==> src/pdsc_pkg.sv <==
// Constants shared by the synthesizer control logic: serial word layout,
// divider widths, prescaler moduli and values after reset.
// Assumes a single 200 MHz system clock samples all pins.
package pdsc_pkg;
   localparam int unsigned SR_LEN_WIDE     = 19;
   localparam int unsigned SR_LEN_NARROW   = 17;
   localparam int unsigned FB_BITS         = 18;
   localparam int unsigned REF_BITS        = 15;
   localparam int unsigned REF_CNT_BITS    = 16;
   localparam int unsigned SWALLOW_BITS    = 5;
   localparam int unsigned MAIN_BITS       = 13;
   localparam int unsigned PRE_BITS        = 6;
   // Bit positions in the serial word, counted from its LSB
   localparam int unsigned POS_TARGET      = 0;
   localparam int unsigned POS_TEST        = 1;
   localparam int unsigned POS_RANGE       = 2;
   localparam int unsigned POS_LOCK_EN     = 3;
   localparam int unsigned POS_REF_LSB     = 4;
   localparam int unsigned POS_FB_LSB      = 1;
   // Reference "multiple" mode divides by the programmed value times 8
   localparam int unsigned REF_MULT_SHIFT  = 3;
   // Dual-modulus prescaler terminal counts (31 and 32, for moduli 32 and 33)
   localparam logic [5:0]  PRE_LAST_LOW    = 6'h1f;
   localparam logic [5:0]  PRE_LAST_HIGH   = 6'h20;
   // Values after reset
   localparam logic [17:0] RST_FB_WORD     = 18'h00420;
   localparam logic [14:0] RST_REF         = 15'h0800;
   localparam logic        RST_RANGE       = 1'b0;
   localparam logic        RST_LOCK_EN     = 1'b0;
   localparam logic        RST_TEST        = 1'b0;
   typedef enum logic [1:0] {
      PDSC_PD_IDLE,
      PDSC_PD_UP,
      PDSC_PD_DOWN
   } pdsc_pd_state_t;
endpackage

==> src/pdsc_top.sv <==
// Serial-programmed divider, phase detector and lock logic of a pager PLL.
// Assumes every pin input (serial port, oscillator, VCO, straps) is asynchronous
// to ref_clk_in and toggles well below a quarter of its rate.
`timescale 1ns/10ps
module pdsc_top
   import pdsc_pkg::*;
(
   // Clock and reset
   input  wire logic ref_clk_in,
   input  wire logic reset_in,
   // Serial programming port
   input  wire logic ser_clk_in,
   input  wire logic ser_data_in,
   input  wire logic ser_latch_en_in,
   // Mode pins
   input  wire logic divider_width_select_in,
   input  wire logic battery_save_n_in,
   input  wire logic fast_lock_control_in,
   input  wire logic test_in,
   // Frequency inputs
   input  wire logic ref_osc_in,
   input  wire logic vco_in,
   // Phase detector and pump
   output logic      phase_pump_up_out,
   output logic      phase_pump_down_out,
   output logic      phase_pump_oe_n_out,
   output logic      pump_boost_out,
   // Lock detect and boost
   output logic      lock_detect_out,
   output logic      lock_detect_oe_n_out,
   output logic      boost_out
);
   import pdsc_pkg::*;

   function automatic logic rise(input logic prev, input logic cur);
      return cur & ~prev;
   endfunction

   // Two-stage synchronisers; stage one is read only by stage two
   logic [7:0] sync1_reg;
   logic [7:0] sync2_reg;
   logic [7:0] sync_prev_reg;
   logic [7:0] pins;
   assign pins = {vco_in, ref_osc_in, test_in, fast_lock_control_in,
                  battery_save_n_in, divider_width_select_in, ser_latch_en_in, ser_clk_in};

   always_ff @(posedge ref_clk_in or posedge reset_in) begin
      if (reset_in) begin
         sync1_reg     <= 8'h00;
         sync2_reg     <= 8'h00;
         sync_prev_reg <= 8'h00;
      end else begin
         sync1_reg     <= pins;
         sync2_reg     <= sync1_reg;
         sync_prev_reg <= sync2_reg;
      end
   end

   logic data1_reg;
   logic data2_reg;
   always_ff @(posedge ref_clk_in or posedge reset_in) begin
      if (reset_in) begin
         data1_reg <= 1'b0;
         data2_reg <= 1'b0;
      end else begin
         data1_reg <= ser_data_in;
         data2_reg <= data1_reg;
      end
   end

   logic sclk_rise;
   logic latch_rise;
   logic wide;
   logic running;
   logic fast_lock;
   logic test_pin;
   logic ref_rise;
   logic vco_rise;
   assign sclk_rise  = rise(sync_prev_reg[0], sync2_reg[0]);
   assign latch_rise = rise(sync_prev_reg[1], sync2_reg[1]);
   assign wide       = ~sync2_reg[2];
   assign running    = sync2_reg[3];
   assign fast_lock  = sync2_reg[4];
   assign test_pin   = sync2_reg[5];
   assign ref_rise   = rise(sync_prev_reg[6], sync2_reg[6]);
   assign vco_rise   = rise(sync_prev_reg[7], sync2_reg[7]);

   // Shift register and latches
   logic [18:0] shift_reg,   shift_next;
   logic [17:0] fb_word_reg, fb_word_next;
   logic [14:0] ref_val_reg, ref_val_next;
   logic        range_reg,   range_next;
   logic        lock_en_reg, lock_en_next;
   logic        test_bit_reg, test_bit_next;
   logic        fb_load_reg, fb_load_next;
   logic [18:0] word;

   always_comb begin
      shift_next    = shift_reg;
      fb_word_next  = fb_word_reg;
      ref_val_next  = ref_val_reg;
      range_next    = range_reg;
      lock_en_next  = lock_en_reg;
      test_bit_next = test_bit_reg;
      fb_load_next  = 1'b0;
      // Narrow words sit in the low 17 bits; upper stages are ignored
      word = wide ? shift_reg : {2'b00, shift_reg[16:0]};
      if (sclk_rise) begin
         shift_next = {shift_reg[17:0], data2_reg};
      end
      if (latch_rise) begin
         if (word[POS_TARGET]) begin
            ref_val_next  = word[18:POS_REF_LSB];
            range_next    = word[POS_RANGE];
            lock_en_next  = word[POS_LOCK_EN];
            test_bit_next = word[POS_TEST];
         end else begin
            fb_word_next = word[18:POS_FB_LSB];
            fb_load_next = 1'b1;
         end
      end
   end

   always_ff @(posedge ref_clk_in or posedge reset_in) begin
      if (reset_in) begin
         shift_reg    <= 19'h00000;
         fb_word_reg  <= RST_FB_WORD;
         ref_val_reg  <= RST_REF;
         range_reg    <= RST_RANGE;
         lock_en_reg  <= RST_LOCK_EN;
         test_bit_reg <= RST_TEST;
         fb_load_reg  <= 1'b0;
      end else begin
         shift_reg    <= shift_next;
         fb_word_reg  <= fb_word_next;
         ref_val_reg  <= ref_val_next;
         range_reg    <= range_next;
         lock_en_reg  <= lock_en_next;
         test_bit_reg <= test_bit_next;
         fb_load_reg  <= fb_load_next;
      end
   end

   // Reference divider
   logic [15:0] ref_cnt_reg, ref_cnt_next;
   logic        ref_pulse_reg, ref_pulse_next;
   logic [15:0] ref_ratio;
   assign ref_ratio = range_reg ? {1'b0, ref_val_reg}
                                : {ref_val_reg[12:0], 3'b000};

   always_comb begin
      ref_cnt_next   = ref_cnt_reg;
      ref_pulse_next = 1'b0;
      if (!running) begin
         ref_cnt_next = 16'h0000;
      end else if (ref_rise) begin
         if (ref_cnt_reg + 16'h0001 >= ref_ratio) begin
            ref_cnt_next   = 16'h0000;
            ref_pulse_next = 1'b1;
         end else begin
            ref_cnt_next = ref_cnt_reg + 16'h0001;
         end
      end
   end

   always_ff @(posedge ref_clk_in or posedge reset_in) begin
      if (reset_in) begin
         ref_cnt_reg   <= 16'h0000;
         ref_pulse_reg <= 1'b0;
      end else begin
         ref_cnt_reg   <= ref_cnt_next;
         ref_pulse_reg <= ref_pulse_next;
      end
   end

   // Feedback divider: prescaler runs at 33 while swallow count remains
   logic [5:0]  pre_cnt_reg,  pre_cnt_next;
   logic [4:0]  swal_reg,     swal_next;
   logic [12:0] main_reg,     main_next;
   logic        fb_pulse_reg, fb_pulse_next;
   logic [12:0] main_val;
   logic [4:0]  swal_val;
   logic [5:0]  pre_last;
   assign main_val = wide ? fb_word_reg[17:5] : {2'b00, fb_word_reg[15:5]};
   assign swal_val = fb_word_reg[4:0];
   assign pre_last = (swal_reg != 5'h00) ? PRE_LAST_HIGH : PRE_LAST_LOW;

   always_comb begin
      pre_cnt_next  = pre_cnt_reg;
      swal_next     = swal_reg;
      main_next     = main_reg;
      fb_pulse_next = 1'b0;
      // A new word restarts the cycle so a stale count never runs on
      if (!running || fb_load_reg) begin
         pre_cnt_next = 6'h00;
         swal_next    = swal_val;
         main_next    = main_val;
      end else if (vco_rise) begin
         if (pre_cnt_reg >= pre_last) begin
            pre_cnt_next = 6'h00;
            if (swal_reg != 5'h00) begin
               swal_next = swal_reg - 5'h01;
            end
            if (main_reg <= 13'h0001) begin
               main_next     = main_val;
               swal_next     = swal_val;
               fb_pulse_next = 1'b1;
            end else begin
               main_next = main_reg - 13'h0001;
            end
         end else begin
            pre_cnt_next = pre_cnt_reg + 6'h01;
         end
      end
   end

   always_ff @(posedge ref_clk_in or posedge reset_in) begin
      if (reset_in) begin
         pre_cnt_reg  <= 6'h00;
         swal_reg     <= 5'h00;
         main_reg     <= 13'h0000;
         fb_pulse_reg <= 1'b0;
      end else begin
         pre_cnt_reg  <= pre_cnt_next;
         swal_reg     <= swal_next;
         main_reg     <= main_next;
         fb_pulse_reg <= fb_pulse_next;
      end
   end

   // Tri-state phase frequency detector and outputs
   pdsc_pd_state_t pd_reg, pd_next;
   logic up_next;
   logic down_next;
   logic pump_oe_n_next;
   logic boost_drv_next;
   logic lock_next;
   logic lock_oe_n_next;
   logic flag_next;
   logic test_mode;
   assign test_mode = test_pin | test_bit_reg;

   always_comb begin
      pd_next = pd_reg;
      case (pd_reg)
         PDSC_PD_IDLE: begin
            if (ref_pulse_reg && !fb_pulse_reg) begin
               pd_next = PDSC_PD_UP;
            end else if (fb_pulse_reg && !ref_pulse_reg) begin
               pd_next = PDSC_PD_DOWN;
            end
         end
         PDSC_PD_UP: begin
            if (fb_pulse_reg) begin
               pd_next = PDSC_PD_IDLE;
            end
         end
         PDSC_PD_DOWN: begin
            if (ref_pulse_reg) begin
               pd_next = PDSC_PD_IDLE;
            end
         end
         default: pd_next = PDSC_PD_IDLE;
      endcase
      if (!running) begin
         pd_next = PDSC_PD_IDLE;
      end
      up_next        = (pd_next == PDSC_PD_UP);
      down_next      = (pd_next == PDSC_PD_DOWN);
      pump_oe_n_next = ~(up_next | down_next);
      // Lock status is high while no error pulse is open
      lock_next      = ~(up_next | down_next);
      lock_oe_n_next = ~lock_en_reg;
      boost_drv_next = fast_lock;
      if (test_mode) begin
         lock_next      = ref_pulse_reg;
         lock_oe_n_next = 1'b0;
         boost_drv_next = fb_pulse_reg;
      end else if (!lock_en_reg) begin
         lock_next = 1'b0;
      end
      flag_next = fast_lock;
   end

   always_ff @(posedge ref_clk_in or posedge reset_in) begin
      if (reset_in) begin
         pd_reg               <= PDSC_PD_IDLE;
         phase_pump_up_out    <= 1'b0;
         phase_pump_down_out  <= 1'b0;
         phase_pump_oe_n_out  <= 1'b1;
         pump_boost_out       <= 1'b0;
         lock_detect_out      <= 1'b0;
         lock_detect_oe_n_out <= 1'b1;
         boost_out            <= 1'b0;
      end else begin
         pd_reg               <= pd_next;
         phase_pump_up_out    <= up_next;
         phase_pump_down_out  <= down_next;
         phase_pump_oe_n_out  <= pump_oe_n_next;
         pump_boost_out       <= flag_next;
         lock_detect_out      <= lock_next;
         lock_detect_oe_n_out <= lock_oe_n_next;
         boost_out            <= boost_drv_next;
      end
   end

endmodule // pdsc_top

==> config.mk <==
export PLATFORM = sky130hd
export DESIGN_NAME = pdsc_top
export DESIGN_NICKNAME = d
export VERILOG_FILES = /design/src/pdsc_pkg.sv /design/src/pdsc_top.sv
export SDC_FILE = /design/constraint.sdc
export NUM_CORES = 1
export LEC_CHECK = 0
export BUFFER_PORTS_ARGS = -buffer_cell sky130_fd_sc_hd__buf_4
export CAP_MARGIN = 40
export CORE_ASPECT_RATIO = 1.75
export CORE_MARGIN = 5
export CORE_UTILIZATION = 40
export CTS_CLUSTER_SIZE = 40
export DETAILED_ROUTE_END_ITERATION = 16
export SKIP_CTS_REPAIR_TIMING = 1
export SLEW_MARGIN = 20
export SYNTH_ARGS = -nofsm -noshare
export SYNTH_HDL_FRONTEND = slang
export SYNTH_SLANG_ARGS = --single-unit
==> constraint.sdc <==
create_clock -name ref_clk_in -period 5.1 [get_ports ref_clk_in]
set_input_delay 0.51 -clock ref_clk_in [delete_from_list [all_inputs] [get_ports ref_clk_in]]
set_output_delay 0.51 -clock ref_clk_in [all_outputs]
set_load 0.005 [all_outputs]
# Word level (Yosys, flattened, before mapping)
# Cells that the tools add are included.
totals:
  word_cells: 104
  regBits: 133
op_classes:
  bitwise: 13
  eq_ne: 5
  muxes: 38
  n_reduce_logical: 15
  add_sub_neg: 4
  magnitude_cmp: 3
ops:
  columns: ["operator", "n"]
  rows:
  - ["13-bit two-way mux", 5]
  - ["16-bit two-way mux", 4]
  - ["5-bit two-way mux", 5]
  - ["6-bit two-way mux", 4]
  - ["19-bit two-way mux", 1]
  - ["16-bit by 1-bit adder with 16-bit output (second input constant)", 1]
  - ["16-bit greater-or-equal comparator", 1]
  - ["13-bit by 1-bit <= comparator with 1-bit output (second input constant)", 1]
  - ["1-bit two-way mux", 13]
  - ["13-bit by 1-bit subtractor with 13-bit output (second input constant)", 1]
  - ["2-bit two-way mux", 5]
  - ["1-bit NOT", 7]
  - ["6-bit by 1-bit adder with 6-bit output (second input constant)", 1]
  - ["6-bit greater-or-equal comparator", 1]
  - ["2-bit one-hot mux with 3 select lines", 1]
  - ["2-bit AND reduction", 3]
  - ["5-bit nonzero test", 1]
  - ["5-bit by 1-bit subtractor with 5-bit output (second input constant)", 1]
  - ["1-bit bitwise AND", 4]
  - ["2-bit by 1-bit == test with 1-bit output (second input constant)", 2]
  - ["2-bit == test (second input constant)", 2]
  - ["2-bit nonzero test", 2]
  - ["1-bit zero test", 3]
  - ["3-bit AND reduction", 1]
  - ["6 further kinds", 8]

# Depth between registers and ports, before layout
logic_depth:
  ltp_word: 11
  mapped_depth: 13
  mapped_depth_nobuf: 12

# Worst setup path before layout
# Ideal clock, no wire load.
synth_path:
  path_type: "reg2reg"
  startpoint: "reg range_reg"
  endpoint: "reg ref_cnt_reg[6]"
  setup_ps: 66
  path_stages_with_launch: 12
  path_slack_ps: 2134
  n_path_buf: 3
  arrival_time_ps: 2900
  cell_sequence: "dfrtp_1 -> clkbuf_1 -> buf_1 -> mux2i_1 -> ha_1 -> a21o_1 -> a2111oi_0 -> o21ai_0 -> a21oi_1 -> clkbuf_1 -> o21ai_0 -> nand2_1"
synth_between:
  elab_chain_len: 5
synth_lines:
  columns: ["element", "line_no", "source"]
  rows:
  - ["from (decl)", "pdsc_top.sv:92", "logic range_reg, range_next;"]
  - ["from (signal assigned)", "pdsc_top.sv:137", "range_reg <= range_next;"]
  - ["16-bit two-way mux", "pdsc_top.sv:148", "assign ref_ratio = range_reg ? {1'b0, ref_val_reg}"]
  - ["16-bit greater-or-equal comparator", "pdsc_top.sv:157", "if (ref_cnt_reg + 16'h0001 >= ref_ratio) begin"]
  - ["16-bit two-way mux", "pdsc_top.sv:157", null]
  - ["16-bit two-way mux", "pdsc_top.sv:156", "end else if (ref_rise) begin"]
  - ["16-bit two-way mux", "pdsc_top.sv:154", "if (!running) begin"]
  - ["to (signal assigned)", "pdsc_top.sv:171", "ref_cnt_reg <= ref_cnt_next;"]
  - ["to (decl)", "pdsc_top.sv:145", "logic [15:0] ref_cnt_reg, ref_cnt_next;"]
# No other way between the ends. The select of a mux whose other input is x is not followed.
# A chain may end at the register's enable or synchronous reset.

# Worst setup path in the final report
layout_path:
  startpoint: "reg ref_cnt_reg[0]"
  endpoint: "reg ref_cnt_reg[13]"
layout_between:
  elab_chain_len: 5
layout_lines:
  columns: ["element", "line_no"]
  rows:
  - ["16-bit by 1-bit adder with 16-bit output *", "pdsc_top.sv:157, pdsc_top.sv:161"]
  - ["16-bit greater-or-equal comparator", "pdsc_top.sv:157"]
  - ["16-bit two-way mux *", "pdsc_top.sv:157"]
  - ["16-bit two-way mux *", "pdsc_top.sv:156"]
  - ["16-bit two-way mux *", "pdsc_top.sv:154"]
# Every way passes the cells marked *; elsewhere a longest branch is shown, timed or not. The select of a mux whose other input is x is not followed.

==> run metrics <==
DR WL/cell 16.3 µm; pin count of the biggest net entering global routing 62; YS warnings 0; vias in the first global route 4720; post-synthesis async set-or-reset flop share 100%; critical path data arrival time 3.89 ns; fin crit share 70.0%; timing-limited maximum frequency 280 MHz; R2R cell count 13; Setup Skew 0.00587 ns; max-cap violations 0; status finished clean; die area 18000 µm²; Initial Utilization 40.8%; clock tree buffer depth 2; Largest stage delay, worst path 0.53 ns; final core occ 47.2%; GPL Wtd Cong 0.905; Crit. path cell count 13; ANT nets after route 0; Final Net Count 639; Row Count 59; P_leak 3.34 nW; Clock Latency Late Sink 0.41 ns; diodes inserted 0; Clock Sinks 129; Distinct cells, synth 59; Post-Syn Area 6120 µm²; drc violations 0; Final TNS setup 0 ns; CP Capture Type register; Clock transition at path regs 0.06 ns; top cells by area, synth dfrtp_1, mux2_2, ha_1, nand2_1, o21ai_0; WP buf/inv 1; first-pass GRT wire length 22500 µm; WHS Path Cells 1; area grow syn2layout 15.7%; share of the synthesized area in the top cell type 50.7%; drt via density 5.42; Post-Route WL 13000 µm; cells after synthesis 570; number of synthesized flops with an enable pin 0; Worst Max-Slew Pin Slew 0.724 ns; register area share after synthesis 52.9%; Hold Crit Class primary input to register; RSZ-0062 raised after global routing false; Initial DRT Pass Iterations 4; CP required 5.42 ns; CP max FO 7; Slowest-stage cell, CP or4_1; DP HPWL 9440 µm; grt total ovfl 0; Syn Area/Cell 10.7 µm²; CTS tree built; Slew HR 51.7%; CP Cell Sequence ha_1 > and3_1 > nand3_1 > nor2_1 > xor2_1 > ha_1 > o21ai_0 > nor2_1 > or4_1 > a21oi_1 > buf_4 > a21oi_1 > o21ai_0; Num CTS Buffers 17; die height 174 µm; number of flip-flops in the largest register 19; GRT Total Usage 15.1%; IO Pins 18; power per cell area 476 nW/µm²; fraction of layout cells with a size suffix above 1 19.3%; final count of negative-setup-slack endpoints 0; Vias 4304; Slew Viols, Final 0; Die W 104 µm; register bit total from synthesis 129; Top FF cell, synth dfrtp_1; clock root buffer clkbuf_16; CP top delay family simple AND/OR/NAND/NOR gates; Final min period 3.57 ns; initial antenna violation count 0; Fin. Hold Viols 0; Critical Path Source Type register; IR drop worst, VDD 0.000201 V; Post-Syn Nets 611; placed cell area 6470 µm²; Synth area leader dfrtp_1; CP Class register to register; H-Tree Depth 4; 1st-iter DRT viols 153; Design Area, Final 7080 µm²; I/O Buffers 17; core area 15000 µm²
[metrics by stage]
| stage | power [mW] | cells | setup WS (ns) | hold WS, ns |
|---|---|---|---|---|
| floorplan | 2.00 | 570 | 1.16 | 0.331 |
| global placement | 2.18 | 756 | 1.54 | 0.333 |
| detailed placement | 2.23 | 760 | 1.57 | 0.336 |
| CTS | 3.40 | 792 | 1.51 | 0.186 |
| global route | 3.57 | 794 | 1.20 | 0.185 |
| finish | 3.37 | 794 | 1.53 | 0.203 |
[logic make-up after synthesis]
family	after synthesis	share of synthesized area [%]
flops	129	52.9
simple gates	199	15.4
compound gates	112	12.2
fa+ha+maj	30	6.13
mux	50	8.93
buf+inv	36	2.45
xor+xnor	14	2.00
[path summary, 6_finish.rpt]
| kind | from | to | slack (ns) |
|---|---|---|---|
| hold reg to reg | sync1_reg[4] | sync2_reg[4] | 0.35 |
| max in group asynchronous | reset_in | ref_val_reg[11] | 3.53 |
| setup reg to reg | ref_cnt_reg[0] | ref_cnt_reg[13] | 1.53 |
| min in group asynchronous | reset_in | phase_pump_down_out | 0.53 |
| hold / removal | ser_clk_in | sync1_reg[0] | 0.20 |
| setup / recovery | ref_cnt_reg[0] | ref_cnt_reg[13] | 1.53 |
[area by class of cell]
class / instances / area [µm²]
multi-input cells: 405 / 2740
well taps: 183 / 229
flip-flops and latches: 129 / 3230
clock buffers: 18 / 439
inverters: 18 / 70.1
repair buffers: 27 / 240
fillers: 1375 / 7910
clock inverters: 14 / 131
[synthesized netlist by cell type (all sizes together), types with 3 or more instances]
| library cell | n |
|---|---|
| a22o | 9 |
| nor4 | 3 |
| o21ai | 30 |
| and2 | 5 |
| and3 | 5 |
| a211oi | 5 |
| o211ai | 3 |
| o21a | 4 |
| dfrtp | 124 |
| o22ai | 3 |
| nand4 | 4 |
| mux2 | 37 |
| nor2 | 34 |
| nand2 | 85 |
| or3 | 5 |
| inv | 17 |
| a21o | 7 |
| ha | 30 |
| a21oi | 31 |
| nand2b | 7 |
| a22oi | 3 |
| nor2b | 3 |
| mux2i | 13 |
| xor2 | 6 |
| buf | 7 |
| nand3 | 23 |
| a31oi | 3 |
| xnor2 | 8 |
| or4 | 5 |
| dfstp | 5 |
| or2 | 7 |
| clkbuf | 11 |
| nor3 | 7 |
[per-layer routing]
layer	up-vias	wire, µm	GRT usage [%]
met2	80	7130	28.0
met3	34	300	2.76
li1	2075	-	-
met1	2115	5160	16.1
met5	-	0	0
met4	0	373	7.66
[where the power goes]
| group | internal [mW] | switching, mW | leakage [nW] |
|---|---|---|---|
| Clock | 0.689 | 0.472 | 0.270 |
| Combinational | 0.355 | 0.385 | 1.42 |
| Sequential | 1.25 | 0.220 | 1.65 |
[layout by cell type (no fill, tap or decap), drive strengths merged, types with 8 or more instances in the layout]
cell / count
xnor2: 8
mux2i: 13
dfrtp: 124
nor2: 34
o21ai: 30
a22o: 9
a21oi: 31
inv: 21
mux2: 37
buf: 26
ha: 30
nand2: 85
nand3: 23
clkbuf: 18
(Power assumes the default switching activity.)
